## src/ebtcm_pkg.sv

```systemverilog
// Package with register map, field layout, clock-select codes and decode functions
package ebtcm_pkg;

    // ************************************************************
    // Register map
    // ************************************************************
    localparam logic [15:0] ADDR_MODE_CTL = 16'hFF53;
    localparam logic [15:0] ADDR_CLK_SEL = 16'hFF56;
    localparam logic [7:0] MODE_CTL_RESET = 8'h00;
    localparam logic [7:0] CLK_SEL_RESET = 8'h00;
    localparam logic [7:0] RDATA_IDLE = 8'h00;

    // ************************************************************
    // Field layout
    // ************************************************************
    localparam int BIT_COUNT_EN = 7;
    localparam int BIT_PWM_MODE = 6;
    localparam int BIT_FF_SET = 3;
    localparam int BIT_FF_RESET = 2;
    localparam int BIT_LEVEL_INV = 1;
    localparam int BIT_OUT_GATE = 0;
    // Bits 5, 4, 3 and 2 of the mode register are never stored
    localparam logic [7:0] MODE_STORED_MASK = 8'hC3;
    localparam logic [7:0] CLK_SEL_MASK = 8'h0F;
    localparam logic [1:0] FF_KEEP = 2'b00;
    localparam logic [1:0] FF_CLEAR = 2'b01;
    localparam logic [1:0] FF_PRESET = 2'b10;

    // ************************************************************
    // Count-clock selection codes
    // ************************************************************
    localparam logic [3:0] CODE_EXT_FALL = 4'h0;
    localparam logic [3:0] CODE_EXT_RISE = 4'h1;
    localparam logic [3:0] CODE_2FXX = 4'h4;
    localparam logic [3:0] CODE_FXX = 4'h5;
    localparam logic [3:0] CODE_LAST = 4'hF;
    localparam logic [3:0] EXP_LAST = 4'hB;
    localparam logic [3:0] EXP_ZERO = 4'h0;
    localparam logic [3:0] EXP_ONE = 4'h1;
    localparam int DIV_W = 12;
    localparam logic [DIV_W-1:0] DIV_ONE = 12'h001;

    // ************************************************************
    // Counter constants
    // ************************************************************
    localparam logic [7:0] COUNT_ZERO = 8'h00;
    localparam logic [7:0] COUNT_ONE = 8'h01;
    localparam logic [7:0] COUNT_MAX = 8'hFF;

    function automatic logic code_is_ext(input logic [3:0] code);
        return (code == CODE_EXT_FALL) || (code == CODE_EXT_RISE);
    endfunction : code_is_ext

    function automatic logic code_is_legal(input logic [3:0] code, input logic osc_full);
        return code_is_ext(code) || ((code == CODE_2FXX) && !osc_full) || (code >= CODE_FXX);
    endfunction : code_is_legal

    // Exponent of the divider from the oscillator clock down to the count clock
    function automatic logic [3:0] div_exponent(input logic [3:0] code, input logic osc_full);
        logic [3:0] base;
        base = EXP_ZERO;
        if (code == CODE_LAST) begin
            base = EXP_LAST;
        end else if (code >= CODE_FXX) begin
            base = 4'(code - CODE_FXX);
        end
        if (code == CODE_2FXX) begin
            return EXP_ZERO;
        end
        return osc_full ? base : 4'(base + EXP_ONE);
    endfunction : div_exponent

endpackage : ebtcm_pkg

```

## src/ebtcm_timer.sv

```systemverilog
// Timer core: clock-select and mode-control registers, counter, compare and output
`timescale 1ns/1ps
`default_nettype none

module ebtcm_timer
    import ebtcm_pkg::*;
(
    input wire logic I_CLK,
    input wire logic I_RESET_N,
    input wire logic [15:0] I_ADDR,
    input wire logic I_WR,
    input wire logic I_BIT_WR,
    input wire logic [2:0] I_BIT_SEL,
    input wire logic I_BIT_VAL,
    input wire logic [7:0] I_WDATA,
    input wire logic I_RD,
    input wire logic I_OSC_MODE,
    input wire logic [7:0] I_COMPARE_VALUE,
    input wire logic I_EXT_COUNT_PIN,
    output logic [7:0] O_RDATA,
    output logic [7:0] O_COUNT_VALUE,
    output logic O_MATCH_IRQ,
    output logic O_TIMER_OUT,
    output logic O_TIMER_OE
);

    typedef struct packed {
        logic [7:0] clk_sel;
        logic [7:0] mode_ctl;
        logic [7:0] count;
        logic out_ff;
        logic irq;
        logic pin_val;
        logic pin_oe;
        logic [7:0] rdata;
    } ebtcm_state_t;

    ebtcm_state_t st_ff;
    ebtcm_state_t nxt_st;
    logic tick;

    // ************************************************************
    // Count clock
    // ************************************************************
    ebtcm_prescaler u_prescaler (
        .i_clk(I_CLK),
        .i_reset_n(I_RESET_N),
        .i_code(st_ff.clk_sel[3:0]),
        .i_osc_full(I_OSC_MODE),
        .i_ext_pin(I_EXT_COUNT_PIN),
        .o_tick(tick)
    );

    // ************************************************************
    // Registers, counter and output
    // ************************************************************
    always_comb begin
        logic mode_hit;
        logic [7:0] wr_byte;
        logic [1:0] ff_cmd;
        logic match;
        logic pwm_act;
        logic ext_sel;
        mode_hit = (I_ADDR == ADDR_MODE_CTL);
        wr_byte = st_ff.mode_ctl;
        ff_cmd = FF_KEEP;
        match = (st_ff.count == I_COMPARE_VALUE);
        pwm_act = st_ff.mode_ctl[BIT_COUNT_EN] && (st_ff.count < I_COMPARE_VALUE);
        ext_sel = code_is_ext(st_ff.clk_sel[3:0]);
        nxt_st = st_ff;
        nxt_st.irq = 1'b0;

        // Byte writes to clock select only; bit writes there are ignored
        if (I_WR && (I_ADDR == ADDR_CLK_SEL)) begin
            nxt_st.clk_sel = I_WDATA & CLK_SEL_MASK;
        end

        // A bit write merges into the readback value, so set/reset act only if named
        if (mode_hit && I_WR) begin
            wr_byte = I_WDATA;
        end else if (mode_hit && I_BIT_WR) begin
            wr_byte[I_BIT_SEL] = I_BIT_VAL;
        end
        if (mode_hit && (I_WR || I_BIT_WR)) begin
            nxt_st.mode_ctl = wr_byte & MODE_STORED_MASK;
            ff_cmd = {wr_byte[BIT_FF_SET], wr_byte[BIT_FF_RESET]};
        end

        // Counter
        if (!st_ff.mode_ctl[BIT_COUNT_EN]) begin
            nxt_st.count = COUNT_ZERO;
        end else if (tick) begin
            if (match) begin
                nxt_st.irq = 1'b1;
            end
            if (match && !st_ff.mode_ctl[BIT_PWM_MODE]) begin
                nxt_st.count = COUNT_ZERO;
                if (st_ff.mode_ctl[BIT_LEVEL_INV]) begin
                    nxt_st.out_ff = !st_ff.out_ff;
                end
            end else begin
                nxt_st.count = 8'(st_ff.count + COUNT_ONE);
            end
        end

        // Software command wins over a same-cycle toggle; code 11 does nothing
        if (ff_cmd == FF_PRESET) begin
            nxt_st.out_ff = 1'b1;
        end else if (ff_cmd == FF_CLEAR) begin
            nxt_st.out_ff = 1'b0;
        end

        // Pin shares the external count input, so no drive while counting edges
        nxt_st.pin_oe = st_ff.mode_ctl[BIT_OUT_GATE] && !ext_sel;
        if (!nxt_st.pin_oe) begin
            nxt_st.pin_val = 1'b0;
        end else if (st_ff.mode_ctl[BIT_PWM_MODE]) begin
            nxt_st.pin_val = pwm_act ^ st_ff.mode_ctl[BIT_LEVEL_INV];
        end else begin
            nxt_st.pin_val = st_ff.out_ff;
        end

        // Read port
        nxt_st.rdata = RDATA_IDLE;
        if (I_RD && mode_hit) begin
            nxt_st.rdata = st_ff.mode_ctl;
        end else if (I_RD && (I_ADDR == ADDR_CLK_SEL)) begin
            nxt_st.rdata = st_ff.clk_sel;
        end
    end

    always_ff @(posedge I_CLK) begin
        if (!I_RESET_N) begin
            st_ff.clk_sel <= CLK_SEL_RESET;
            st_ff.mode_ctl <= MODE_CTL_RESET;
            st_ff.count <= COUNT_ZERO;
            st_ff.out_ff <= 1'b0;
            st_ff.irq <= 1'b0;
            st_ff.pin_val <= 1'b0;
            st_ff.pin_oe <= 1'b0;
            st_ff.rdata <= RDATA_IDLE;
        end else begin
            st_ff <= nxt_st;
        end
    end

    assign O_RDATA = st_ff.rdata;
    assign O_COUNT_VALUE = st_ff.count;
    assign O_MATCH_IRQ = st_ff.irq;
    assign O_TIMER_OUT = st_ff.pin_val;
    assign O_TIMER_OE = st_ff.pin_oe;

    // ************************************************************
    // Checks
    // ************************************************************
    a_clksel_upper_zero:
    assert property (@(posedge I_CLK) disable iff (!I_RESET_N)
        (I_WR && I_ADDR == ADDR_CLK_SEL) |=> (st_ff.clk_sel == (CLK_SEL_MASK & $past(I_WDATA))))
        else $error("clock select did not store the low nibble only");

    a_setreset_read_zero:
    assert property (@(posedge I_CLK) disable iff (!I_RESET_N)
        (I_RD && I_ADDR == ADDR_MODE_CTL) |=> !O_RDATA[BIT_FF_SET] && !O_RDATA[BIT_FF_RESET])
        else $error("set or reset bit read back as one");

    a_stop_clears_count:
    assert property (@(posedge I_CLK) disable iff (!I_RESET_N)
        !st_ff.mode_ctl[BIT_COUNT_EN] |=> (O_COUNT_VALUE == COUNT_ZERO))
        else $error("stopped counter not cleared");

    a_match_irq:
    assert property (@(posedge I_CLK) disable iff (!I_RESET_N)
        (st_ff.mode_ctl[BIT_COUNT_EN] && tick && st_ff.count == I_COMPARE_VALUE)
        |=> O_MATCH_IRQ)
        else $error("compare match raised no interrupt");

    a_clear_on_match:
    assert property (@(posedge I_CLK) disable iff (!I_RESET_N)
        (st_ff.mode_ctl[BIT_COUNT_EN] && !st_ff.mode_ctl[BIT_PWM_MODE] && tick
         && st_ff.count == I_COMPARE_VALUE) |=> (O_COUNT_VALUE == COUNT_ZERO))
        else $error("clear-and-start mode did not restart on match");

    a_pwm_free_run:
    assert property (@(posedge I_CLK) disable iff (!I_RESET_N)
        (st_ff.mode_ctl[BIT_COUNT_EN] && st_ff.mode_ctl[BIT_PWM_MODE] && tick
         && !(I_WR || I_BIT_WR))
        |=> (O_COUNT_VALUE == 8'($past(O_COUNT_VALUE) + COUNT_ONE)))
        else $error("PWM counter did not free-run");

    a_no_advance_illegal:
    assert property (@(posedge I_CLK) disable iff (!I_RESET_N)
        (!code_is_legal(st_ff.clk_sel[3:0], I_OSC_MODE) && !(I_WR || I_BIT_WR)) [*2]
        |=> $stable(O_COUNT_VALUE))
        else $error("counter advanced on a prohibited clock code");

    a_ff_set:
    assert property (@(posedge I_CLK) disable iff (!I_RESET_N)
        (I_WR && I_ADDR == ADDR_MODE_CTL && I_WDATA[BIT_FF_SET] && !I_WDATA[BIT_FF_RESET])
        |=> st_ff.out_ff ##1 (O_TIMER_OUT || !O_TIMER_OE || st_ff.mode_ctl[BIT_PWM_MODE]))
        else $error("set command did not set the output flip-flop");

    a_ff_reset:
    assert property (@(posedge I_CLK) disable iff (!I_RESET_N)
        (I_WR && I_ADDR == ADDR_MODE_CTL && !I_WDATA[BIT_FF_SET] && I_WDATA[BIT_FF_RESET])
        |=> !st_ff.out_ff)
        else $error("reset command did not clear the output flip-flop");

    a_ext_no_output:
    assert property (@(posedge I_CLK) disable iff (!I_RESET_N)
        code_is_ext(st_ff.clk_sel[3:0]) |=> !O_TIMER_OE)
        else $error("timer output driven while clocked from pin");

    a_gate_off:
    assert property (@(posedge I_CLK) disable iff (!I_RESET_N)
        !st_ff.mode_ctl[BIT_OUT_GATE] |=> !O_TIMER_OE && !O_TIMER_OUT)
        else $error("timer output driven while gated off");

    a_clksel_hold:
    assert property (@(posedge I_CLK) disable iff (!I_RESET_N)
        !(I_WR && I_ADDR == ADDR_CLK_SEL) |=> $stable(st_ff.clk_sel))
        else $error("clock select changed without a byte write");

    a_clksel_read:
    assert property (@(posedge I_CLK) disable iff (!I_RESET_N)
        (I_RD && I_ADDR == ADDR_CLK_SEL)
        |=> (O_RDATA == $past(st_ff.clk_sel)) && ((O_RDATA & ~CLK_SEL_MASK) == RDATA_IDLE))
        else $error("clock select read back wrong");

    a_mode_unused_zero:
    assert property (@(posedge I_CLK) disable iff (!I_RESET_N)
        (st_ff.mode_ctl & ~MODE_STORED_MASK) == RDATA_IDLE)
        else $error("unstored mode bits held a one");

    a_mode_byte_write:
    assert property (@(posedge I_CLK) disable iff (!I_RESET_N)
        (I_WR && I_ADDR == ADDR_MODE_CTL)
        |=> st_ff.mode_ctl == (MODE_STORED_MASK & $past(I_WDATA)))
        else $error("mode byte write not stored");

    a_mode_bit_write:
    assert property (@(posedge I_CLK) disable iff (!I_RESET_N)
        (I_BIT_WR && !I_WR && I_ADDR == ADDR_MODE_CTL && I_BIT_SEL == 3'(BIT_OUT_GATE))
        |=> st_ff.mode_ctl[BIT_OUT_GATE] == $past(I_BIT_VAL))
        else $error("mode bit write not stored");

    a_mode_read:
    assert property (@(posedge I_CLK) disable iff (!I_RESET_N)
        (I_RD && I_ADDR == ADDR_MODE_CTL) |=> O_RDATA == $past(st_ff.mode_ctl))
        else $error("mode register read back wrong");

    a_count_hold:
    assert property (@(posedge I_CLK) disable iff (!I_RESET_N)
        (st_ff.mode_ctl[BIT_COUNT_EN] && !tick) |=> $stable(O_COUNT_VALUE))
        else $error("counter moved without a count clock");

    a_clear_mode_step:
    assert property (@(posedge I_CLK) disable iff (!I_RESET_N)
        (st_ff.mode_ctl[BIT_COUNT_EN] && !st_ff.mode_ctl[BIT_PWM_MODE] && tick
         && st_ff.count != I_COMPARE_VALUE)
        |=> (O_COUNT_VALUE == 8'($past(O_COUNT_VALUE) + COUNT_ONE)))
        else $error("clear-and-start counter did not step");

    a_irq_needs_tick:
    assert property (@(posedge I_CLK) disable iff (!I_RESET_N)
        !(st_ff.mode_ctl[BIT_COUNT_EN] && tick && st_ff.count == I_COMPARE_VALUE)
        |=> !O_MATCH_IRQ)
        else $error("interrupt without a counted match");

    a_ff_prohibited:
    assert property (@(posedge I_CLK) disable iff (!I_RESET_N)
        (I_WR && I_ADDR == ADDR_MODE_CTL && I_WDATA[BIT_FF_SET] && I_WDATA[BIT_FF_RESET]
         && !st_ff.mode_ctl[BIT_LEVEL_INV]) |=> $stable(st_ff.out_ff))
        else $error("prohibited set/reset code moved the flip-flop");

    a_no_invert_hold:
    assert property (@(posedge I_CLK) disable iff (!I_RESET_N)
        (!st_ff.mode_ctl[BIT_LEVEL_INV] && !(I_WR || I_BIT_WR)) |=> $stable(st_ff.out_ff))
        else $error("flip-flop toggled with inversion disabled");

    a_invert_on_match:
    assert property (@(posedge I_CLK) disable iff (!I_RESET_N)
        (st_ff.mode_ctl[BIT_COUNT_EN] && !st_ff.mode_ctl[BIT_PWM_MODE]
         && st_ff.mode_ctl[BIT_LEVEL_INV] && tick && st_ff.count == I_COMPARE_VALUE
         && !(I_WR || I_BIT_WR)) |=> st_ff.out_ff != $past(st_ff.out_ff))
        else $error("flip-flop not inverted on match");

    a_pin_follows_ff:
    assert property (@(posedge I_CLK) disable iff (!I_RESET_N)
        (st_ff.mode_ctl[BIT_OUT_GATE] && !st_ff.mode_ctl[BIT_PWM_MODE]
         && !code_is_ext(st_ff.clk_sel[3:0]))
        |=> O_TIMER_OE && (O_TIMER_OUT == $past(st_ff.out_ff)))
        else $error("pin does not show the flip-flop");

    // Active phase is count below compare, so compare 00 keeps the pin inactive
    a_pwm_active:
    assert property (@(posedge I_CLK) disable iff (!I_RESET_N)
        (st_ff.mode_ctl[BIT_OUT_GATE] && st_ff.mode_ctl[BIT_PWM_MODE]
         && !code_is_ext(st_ff.clk_sel[3:0]) && st_ff.mode_ctl[BIT_COUNT_EN]
         && st_ff.count < I_COMPARE_VALUE)
        |=> O_TIMER_OUT != $past(st_ff.mode_ctl[BIT_LEVEL_INV]))
        else $error("PWM pin not at active level");

    a_pwm_inactive:
    assert property (@(posedge I_CLK) disable iff (!I_RESET_N)
        (st_ff.mode_ctl[BIT_OUT_GATE] && st_ff.mode_ctl[BIT_PWM_MODE]
         && !code_is_ext(st_ff.clk_sel[3:0])
         && !(st_ff.mode_ctl[BIT_COUNT_EN] && st_ff.count < I_COMPARE_VALUE))
        |=> O_TIMER_OUT == $past(st_ff.mode_ctl[BIT_LEVEL_INV]))
        else $error("PWM pin not at inactive level");

endmodule : ebtcm_timer

`default_nettype wire

```

## src/ebtcm_prescaler.sv

```systemverilog
// Count-clock selector: prescaled oscillator or external pin edges
`timescale 1ns/1ps
`default_nettype none

module ebtcm_prescaler
    import ebtcm_pkg::*;
(
    input wire logic i_clk,
    input wire logic i_reset_n,
    input wire logic [3:0] i_code,
    input wire logic i_osc_full,
    input wire logic i_ext_pin,
    output logic o_tick
);

    typedef struct packed {
        logic sync1;
        logic sync2;
        logic prev;
        logic [DIV_W-1:0] div;
        logic tick;
    } ebtcm_presc_t;

    ebtcm_presc_t st_ff;
    ebtcm_presc_t nxt_st;

    // ************************************************************
    // Tick generation
    // ************************************************************
    always_comb begin
        logic [DIV_W-1:0] mask;
        logic rise;
        logic fall;
        mask = 12'((DIV_ONE << div_exponent(i_code, i_osc_full)) - DIV_ONE);
        rise = st_ff.sync2 && !st_ff.prev;
        fall = !st_ff.sync2 && st_ff.prev;
        nxt_st = st_ff;
        nxt_st.sync1 = i_ext_pin;
        nxt_st.sync2 = st_ff.sync1;
        nxt_st.prev = st_ff.sync2;
        nxt_st.div = 12'(st_ff.div + DIV_ONE);
        if (!code_is_legal(i_code, i_osc_full)) begin
            nxt_st.tick = 1'b0;
        end else if (i_code == CODE_EXT_FALL) begin
            nxt_st.tick = fall;
        end else if (i_code == CODE_EXT_RISE) begin
            nxt_st.tick = rise;
        end else begin
            nxt_st.tick = ((st_ff.div & mask) == mask);
        end
    end

    always_ff @(posedge i_clk) begin
        if (!i_reset_n) begin
            st_ff <= '0;
        end else begin
            st_ff <= nxt_st;
        end
    end

    assign o_tick = st_ff.tick;

    // ************************************************************
    // Checks
    // ************************************************************
    a_double_rate:
    assert property (@(posedge i_clk) disable iff (!i_reset_n)
        (i_code == CODE_2FXX && !i_osc_full) [*2] |=> o_tick)
        else $error("double-rate code must tick every cycle");

    a_half_rate:
    assert property (@(posedge i_clk) disable iff (!i_reset_n)
        (i_code == CODE_FXX && !i_osc_full && $stable(i_code) && $stable(i_osc_full)
         && o_tick) |=> !o_tick)
        else $error("half oscillator rate ticked twice in a row");

    a_ext_rise:
    assert property (@(posedge i_clk) disable iff (!i_reset_n)
        (i_code == CODE_EXT_RISE && st_ff.sync2 && !st_ff.prev) |=> o_tick)
        else $error("rising pin edge not counted");

    a_illegal_quiet:
    assert property (@(posedge i_clk) disable iff (!i_reset_n)
        !code_is_legal(i_code, i_osc_full) |=> !o_tick)
        else $error("prohibited code produced a tick");

endmodule : ebtcm_prescaler

`default_nettype wire

```

## config.mk

```make
export PLATFORM = sky130hd
export DESIGN_NAME = ebtcm_timer
export DESIGN_NICKNAME = d
export VERILOG_FILES = /design/src/ebtcm_pkg.sv /design/src/ebtcm_timer.sv /design/src/ebtcm_prescaler.sv
export SDC_FILE = /design/constraint.sdc
export NUM_CORES = 1
export LEC_CHECK = 0
export BUFFER_PORTS_ARGS = -buffer_cell sky130_fd_sc_hd__buf_2
export CAP_MARGIN = 20
export CORE_ASPECT_RATIO = 1.4
export CORE_MARGIN = 2
export CORE_UTILIZATION = 31
export DETAILED_ROUTE_END_ITERATION = 8
export PLACE_DENSITY_LB_ADDON = 0.3
export SLEW_MARGIN = 0
export SYNTH_ARGS = -nofsm -noshare
export SYNTH_HDL_FRONTEND = slang
export SYNTH_SLANG_ARGS = --single-unit
```

## constraint.sdc

```tcl
create_clock -name I_CLK -period 5.8 [get_ports I_CLK]
set_clock_uncertainty 0.05 [all_clocks]
set_input_delay 0.29 -clock I_CLK [delete_from_list [all_inputs] [get_ports I_CLK]]
set_output_delay 0.29 -clock I_CLK [all_outputs]
set_load 0.01 [all_outputs]
```

# ---- After elaboration in Yosys (flattened, before gate mapping)
# Index checks and enable logic that the tools add are counted.
# W data, S select, Z words.
dict set report classes {
  magnitude_cmp 4
  n_shift 1
  n_reduce_logical 37
  muxes 25
  n_eq_ne 9
  n_bitwise 4
  n_addsub 5
}
# op count
set op_table {}
lappend op_table {{$eq A16 B16 Y1 const B} 2}
lappend op_table {{$mux W8} 4}
lappend op_table {{$mux W4} 6}
lappend op_table {{$logic_and A1 B1 Y1} 13}
lappend op_table {{$add A12 B1 Y12 const B} 1}
lappend op_table {{$and A12 B12 Y12} 1}
lappend op_table {{$eq A12 B12 Y1} 1}
lappend op_table {{$reduce_bool A3 Y1} 4}
lappend op_table {{$shl A1 B4 Y12 const A} 1}
lappend op_table {{$sub A12 B1 Y12 const B} 1}
lappend op_table {{$mux W1} 10}
lappend op_table {{$add A8 B1 Y8 const B} 1}
lappend op_table {{$bwmux W8} 1}
lappend op_table {{$eq A8 B8 Y1} 1}
lappend op_table {{$lt A8 B8 Y1} 1}
lappend op_table {{$reduce_and A2 Y1} 4}
lappend op_table {{$logic_not A1 Y1} 6}
lappend op_table {{$mux W2} 3}
lappend op_table {{$add A4 B1 Y4 const B} 1}
lappend op_table {{$eq A4 B1 Y1 const B} 1}
lappend op_table {{$eq A4 B3 Y1 const B} 1}
lappend op_table {{$eq A4 B4 Y1 const B} 1}
lappend op_table {{$ge A4 B3 Y1 const B} 1}
lappend op_table {{$logic_not A4 Y1} 1}
lappend op_table {{other kinds (14)} 18}
dict set report word_totals {
  out_inout_bits 19
  ff_bits 44
}

# ---- Logic depth before layout (Yosys ltp)
dict set report depth {
  depth_word 12
  depth_mapped 19
}

# ---- Cells and area by module
# A second synthesis with hierarchy kept.
dict set report hier_totals {
  hier_cells 367
  hier_area_um2 3069.2
}
# mod n_inst cells_per_inst seq_area_each_um2 area_each_um2
set modules_own_cells {}
lappend modules_own_cells {ebtcm_prescaler 1 195 320.3 1535.2}
lappend modules_own_cells {ebtcm_timer 1 172 520.5 1534.0}

# ---- Least setup slack after synthesis
# No wires, ideal clock.
dict set report synth_path {
  kind {flip-flop to flip-flop}
  from {register st_ff[28] (netlist bit)}
  to {register u_prescaler.st_ff (netlist bit u_prescaler.o_tick)}
  required_ns 5.666
  arrival_time_ns 4.195
  slack_ns 1.471
  stages_incl_launch_ff 19
  n_path_buf 1
  path_cell_list {dfxtp_1 -> inv_1 -> ha_1 -> nor2b_1 -> o22ai_1 -> ha_1 -> or2b_2 -> buf_6 -> mux2i_1 -> a222oi_1 -> a21boi_2 -> nand2_1 -> ha_1 -> o31ai_1 -> o21bai_1 -> a22oi_2 -> mux2i_1 -> o22ai_1 -> o31ai_2}
}
dict set report synth_between {
  elab_chain_len 12
}
# element line_no
set synth_rtl {}
lappend synth_rtl {{start: declaration} ebtcm_timer.sv:38} ;# ebtcm_state_t st_ff;
lappend synth_rtl {{start signal: assignment} ebtcm_timer.sv:143} ;# st_ff <= nxt_st;
lappend synth_rtl {{$sub A4 B3 Y4 or $ge A4 B3 Y1 (tied branches)} {ebtcm_pkg.sv:65, ebtcm_pkg.sv:55, ebtcm_pkg.sv:64}}
lappend synth_rtl {{$mux W4} ebtcm_pkg.sv:64} ;# end else if (code >= CODE_FXX) begin
lappend synth_rtl {{$mux W4} ebtcm_pkg.sv:62} ;# if (code == CODE_LAST) begin
lappend synth_rtl {{$add A4 B1 Y4} ebtcm_pkg.sv:70} ;# return osc_full ? base : 4'(base + EXP_ONE);
lappend synth_rtl {{$mux W4 (2 in series)} ebtcm_pkg.sv:70}
lappend synth_rtl {{$shl A1 B4 Y12} ebtcm_prescaler.sv:34} ;# mask = 12'((DIV_ONE << div_exponent(i_code, i_osc_full)) - DIV_ONE);
lappend synth_rtl {{$sub A12 B1 Y12} ebtcm_prescaler.sv:34}
lappend synth_rtl {{$and A12 B12 Y12} ebtcm_prescaler.sv:49} ;# nxt_st.tick = ((st_ff.div & mask) == mask);
lappend synth_rtl {{$eq A12 B12 Y1} ebtcm_prescaler.sv:49}
lappend synth_rtl {{$mux W1} ebtcm_prescaler.sv:46} ;# end else if (i_code == CODE_EXT_RISE) begin
lappend synth_rtl {{$mux W1} ebtcm_prescaler.sv:44} ;# end else if (i_code == CODE_EXT_FALL) begin
lappend synth_rtl {{end signal: assignment} ebtcm_prescaler.sv:57} ;# st_ff <= nxt_st;
lappend synth_rtl {{end: declaration} ebtcm_prescaler.sv:24} ;# ebtcm_presc_t st_ff;
# Several ways; a longest one is shown, not always the timed one.
# A chain may end at the register's enable or synchronous reset.

# ---- Worst setup path in the final report
# Same ends and word-level chain as after synthesis.

==> metrics.md <==
| Metric | Value |
|---|---|
| Reported max-cap violation count | 0 |
| Cell count after synthesis | 356 |
| Worst-case reg-to-reg path depth | 18 |
| I/O Pins | 62 |
| Final Util | 0.3585 |
| Hold buffer count at CTS | 0 |
| Post-Synth Simple-Gate Area | 0.2656 |
| Max H-tree Level | 2 |
| Post-synth EDFFs | 0 |
| Synthesized cell area | 2949 sq um |
| Cell-internal power | 0.5151 mW |
| Leakage power | 1.468 nW |
| Seq/Total Area, Yosys | 0.2851 |
| GRT Util Overall | 0.1354 |
| P_sw | 0.1384 mW |
| Mean routed wirelength per cell | 13.28 um |
| Slowest cell on crit path | dfxtp_1 |
| DPL Wire Length | 5.213 mm |
| Initial DRC count | 111 |
| Worst vdd ir | 0.0001002 V |
| Mux cell area share after synthesis | 0.03776 |
| DRT antenna net count | 0 |
| Final Cycle Share | 0.8505 |
| Critical Path Start Type | flop |
| Worst Path Max Fanout | 13 |
| Synth unique cells | 68 |
| Synth Area in Adders | 0.07213 |
| Setup Buffers After CTS | 0 |
| Clock Root Buffer | clkbuf_16 |
| Final setup violation count | 0 |
| Yosys top cell by area | dfxtp_1 |
| Worst Hold Launch | I_EXT_COUNT_PIN |
| Combinational family with the most area after synthesis | simple AND/OR/NAND/NOR gates |
| Final min period | 4.933 ns |
| Post-CTS resize count | 0 |
| Vias in the first global route | 2,503 |
| Combinational Power Share | 0.071 |
| Asr flop ratio synth | 0 |
| Yosys warning count | 0 |
| Vias | 2,573 |
| Top cells by area, synth | dfxtp_1 (29%), ha_1 (7.2%), buf_4 (4.3%) |
| Worst-Skew Late Latency | 0.28 ns |
| FF+latch count, synth | 42 |
| Pwr Density | 194.9 nW/um^2 |
| Sequential share of power | 0.450 |
| Reg-to-reg setup timing slack | 0.87 ns |
| Status | finished clean |
| Fin Setup TNS | 0 ns |
| Reg-to-reg endpoint | u_prescaler.o_tick$_SDFF_PN0_ |
| Reg2reg start | st_ff[28]$_SDFFE_PN0P_ |
| Critical Path End Type | flop |
| Pin count of the biggest net entering global routing | 30 |
| Crit. Startpoint | st_ff[28]$_SDFFE_PN0P_ |
| Most frequent cell on the critical path | ha_1 |
| Global-route wire length before repair | 11.37 mm |
| Layout area overhead | 13.70% |
| Layout cell share with drive strength beyond 1 | 0.1959 |
| CP arrival | 5.08 ns |
| Syn Area/Cell | 8.284 sq um |
| CTS Buf Count | 5 |
| Final WL | 6.678 mm |
| Critical Path Sink | u_prescaler.o_tick$_SDFF_PN0_ |
| TritonCTS clock tree | built |
| Worst Path Required | 5.95 ns |
| Kind of critical path | flop to flop |
| Initial antenna violation count | 0 |
| Die span in x | 86.43 um |
| Compound-Gate Fraction of Synth Area | 0.1820 |
| Crit path buffers/inverters | 2 |
| Hold Path Class | input port to flop |
| Ant. Diodes | 0 |
| Gpl congestion | 0.8939 |
| Remaining DRCs | 0 |
| Max clock buf depth | 2 |
| Slew Limit Fails | 0 |
| Critical Path Max Stage Delay | 0.46 ns |
| Layout Cells excl Fill | 503 |
| CP Depth | 18 |
| XOR/XNOR Fraction of Synth Area | 0.05940 |
| Critical-path cell list | inv_1 > ha_1 > nor2b_1 > o22ai_1 > ha_1 > or2b_2 > mux2i_1 > a222oi_1 > buf_4 > a21boi_2 > nand2_1 > ha_1 > o31ai_1 > o21bai_1 > a22oi_2 > mux2i_1 > o22ai_1 > o31ai_2 |
| Fmax | 202.7 MHz |
| Switching Share | 0.2117 |
| Inst Count DP | 495 |
| Clock sinks | 42 |
| DR vias/cell | 5.115 |
| Min Hold Slack | 0.1734 ns |
| Yosys top cell area share | 0.2851 |
| Initial Utilization | 0.3153 |
| Slew headroom | 0.5657 |
| DRT Pass-1 Iters | 4 |
| Nets | 452 |
| Global route total overflow | 0 |
| RSZ-0062 raised after global routing | no |
| Number of I/O port buffers | 57 |
| Clock Power Share | 0.479 |
| Die Height | 119.4 um |
| Ys flop type | dfxtp_1 |
| Core box area | 9354 sq um |
| Die area | 10,320 sq um |
| Family with the most delay on the worst path | compound AO/OA/AOI/OAI gates |
| Dpl ws | 0.9107 ns |
| Reg clk slew, reported paths | 0.06 ns |
| Cell Rows | 42 |
| Final hold viol count | 0 |
| Least-Margin Pin Slew | 0.6505 ns |
| Final WS setup | 0.8671 ns |
==> power groups by stage <==
stage               clock network (mW)  registers [mW]  logic (mW)
floorplan                            0           0.299      0.0293
global placement                     0           0.301      0.0457
detailed placement                   0           0.301      0.0464
CTS                              0.321           0.294      0.0466
global route                     0.331           0.295      0.0524
finish                           0.313           0.294      0.0464
==> worst register-to-register path, delay by kind of cell (launching register included) <==
kind | cells | cell delay [ns]
buffers and inverters | 2 | 0.32
adder cells (fa/ha/maj) | 3 | 0.92
multiplexers | 2 | 0.40
flip-flops | 1 | 0.46
AND/OR/NAND/NOR | 3 | 0.72
AO/OA/AOI/OAI | 8 | 1.97
==> synthesized netlist by cell type (2+ instances only) <==
library cell  instances
a31oi_1               4
a222oi_1              2
a21oi_1               9
o21ai_0              10
nand3_1              11
nor2b_1              10
and2_1               13
nor2_1               23
a22o_1                2
inv_1                24
a41oi_1               2
or3_1                 5
nor4_1                3
nand4_1               7
nor3_1                7
a21boi_0              6
nand3b_1              2
xor2_1               12
a22oi_1               2
a211oi_1              3
clkbuf_1              8
xnor2_1               8
nand4b_1              4
ha_1                 17
buf_4                17
nand2_1              27
or4_1                 2
o21a_1                6
mux2i_1              10
nand2b_1              6
o22ai_1               2
buf_6                 2
a21o_1                2
buf_2                 3
a32o_1                2
dfxtp_1              42
and3_1                7
o21bai_1              2
and3b_1               3
==> metrics by stage <==
step	cell area (sq um)	total power, mW
2_1_floorplan	2953	0.3282
3_3_place_gp	3188	0.3464
3_5_place_dp	3188	0.3470
4_1_cts	3353	0.6617
5_1_grt	3353	0.6784
6_report	3353	0.6535
==> logic make-up (layout without fill, tap and decap cells) <==
| logic type | count (synthesis) | after routing |
|---|---|---|
| AND/OR/NAND/NOR | 141 | 141 |
| AO/OA/AOI/OAI | 70 | 70 |
| buffers and inverters | 54 | 90 |
| flip-flops | 42 | 42 |
| XOR/XNOR | 20 | 20 |
| adder cells (fa/ha/maj) | 17 | 17 |
| multiplexers | 11 | 11 |
| other | 1 | 2 |
==> placed cells by master, fill, tap and decap left out, types with 10 or more instances in the layout <==
master   count
nor2_1      23
xor2_1      12
buf_2       57
nor2b_1     10
nand3_1     11
nand2_1     27
dfxtp_1     42
ha_1        17
mux2i_1     10
and2_1      13
inv_1       24
o21ai_0     10
==> cell type report <==
type                       count  area [sq um]
multi-input combinational    261          1827
clock inverter                 3         40.04
inverter                      24         90.09
timing repair buffer          58         292.8
fill                        1006          6001
tap                          110         137.6
clock buffer                   5         125.1
sequential                    42         840.8
==> layer usage <==
layer  global-route usage  vias to the layer above  share of wire
met4              0.05859                        0          0.024
met2               0.2370                       46           0.51
met5                    0                        -              0
li1                     -                     1314              -
met3              0.02218                       12          0.031
met1               0.1593                     1201           0.43
==> worst min-delay path by stage <==
stage | to | slack, ns | cells past startpoint
5_1_grt | u_prescaler.nxt_st[14]$_SDFF_PN0_ | 0.18 | 2
3_3_place_gp | u_prescaler.nxt_st[13]$_SDFF_PN0_ | 0.37 | 1
2_1_floorplan | u_prescaler.nxt_st[13]$_SDFF_PN0_ | 0.36 | 1
6_report | u_prescaler.nxt_st[14]$_SDFF_PN0_ | 0.17 | 2
3_5_place_dp | u_prescaler.nxt_st[13]$_SDFF_PN0_ | 0.37 | 1
4_1_cts | u_prescaler.nxt_st[14]$_SDFF_PN0_ | 0.17 | 2
==> state kept, by name (all words and copies together) (netlist names) <==
signal              cells
O_MATCH_IRQ             1
O_TIMER_OUT             1
u_prescaler.st_ff      13
O_RDATA                 6
O_TIMER_OE              1
O_COUNT_VALUE           8
st_ff                   9
u_prescaler.o_tick      1
u_prescaler.nxt_st      2
No activity file was read; power rests on OpenSTA's default activity.
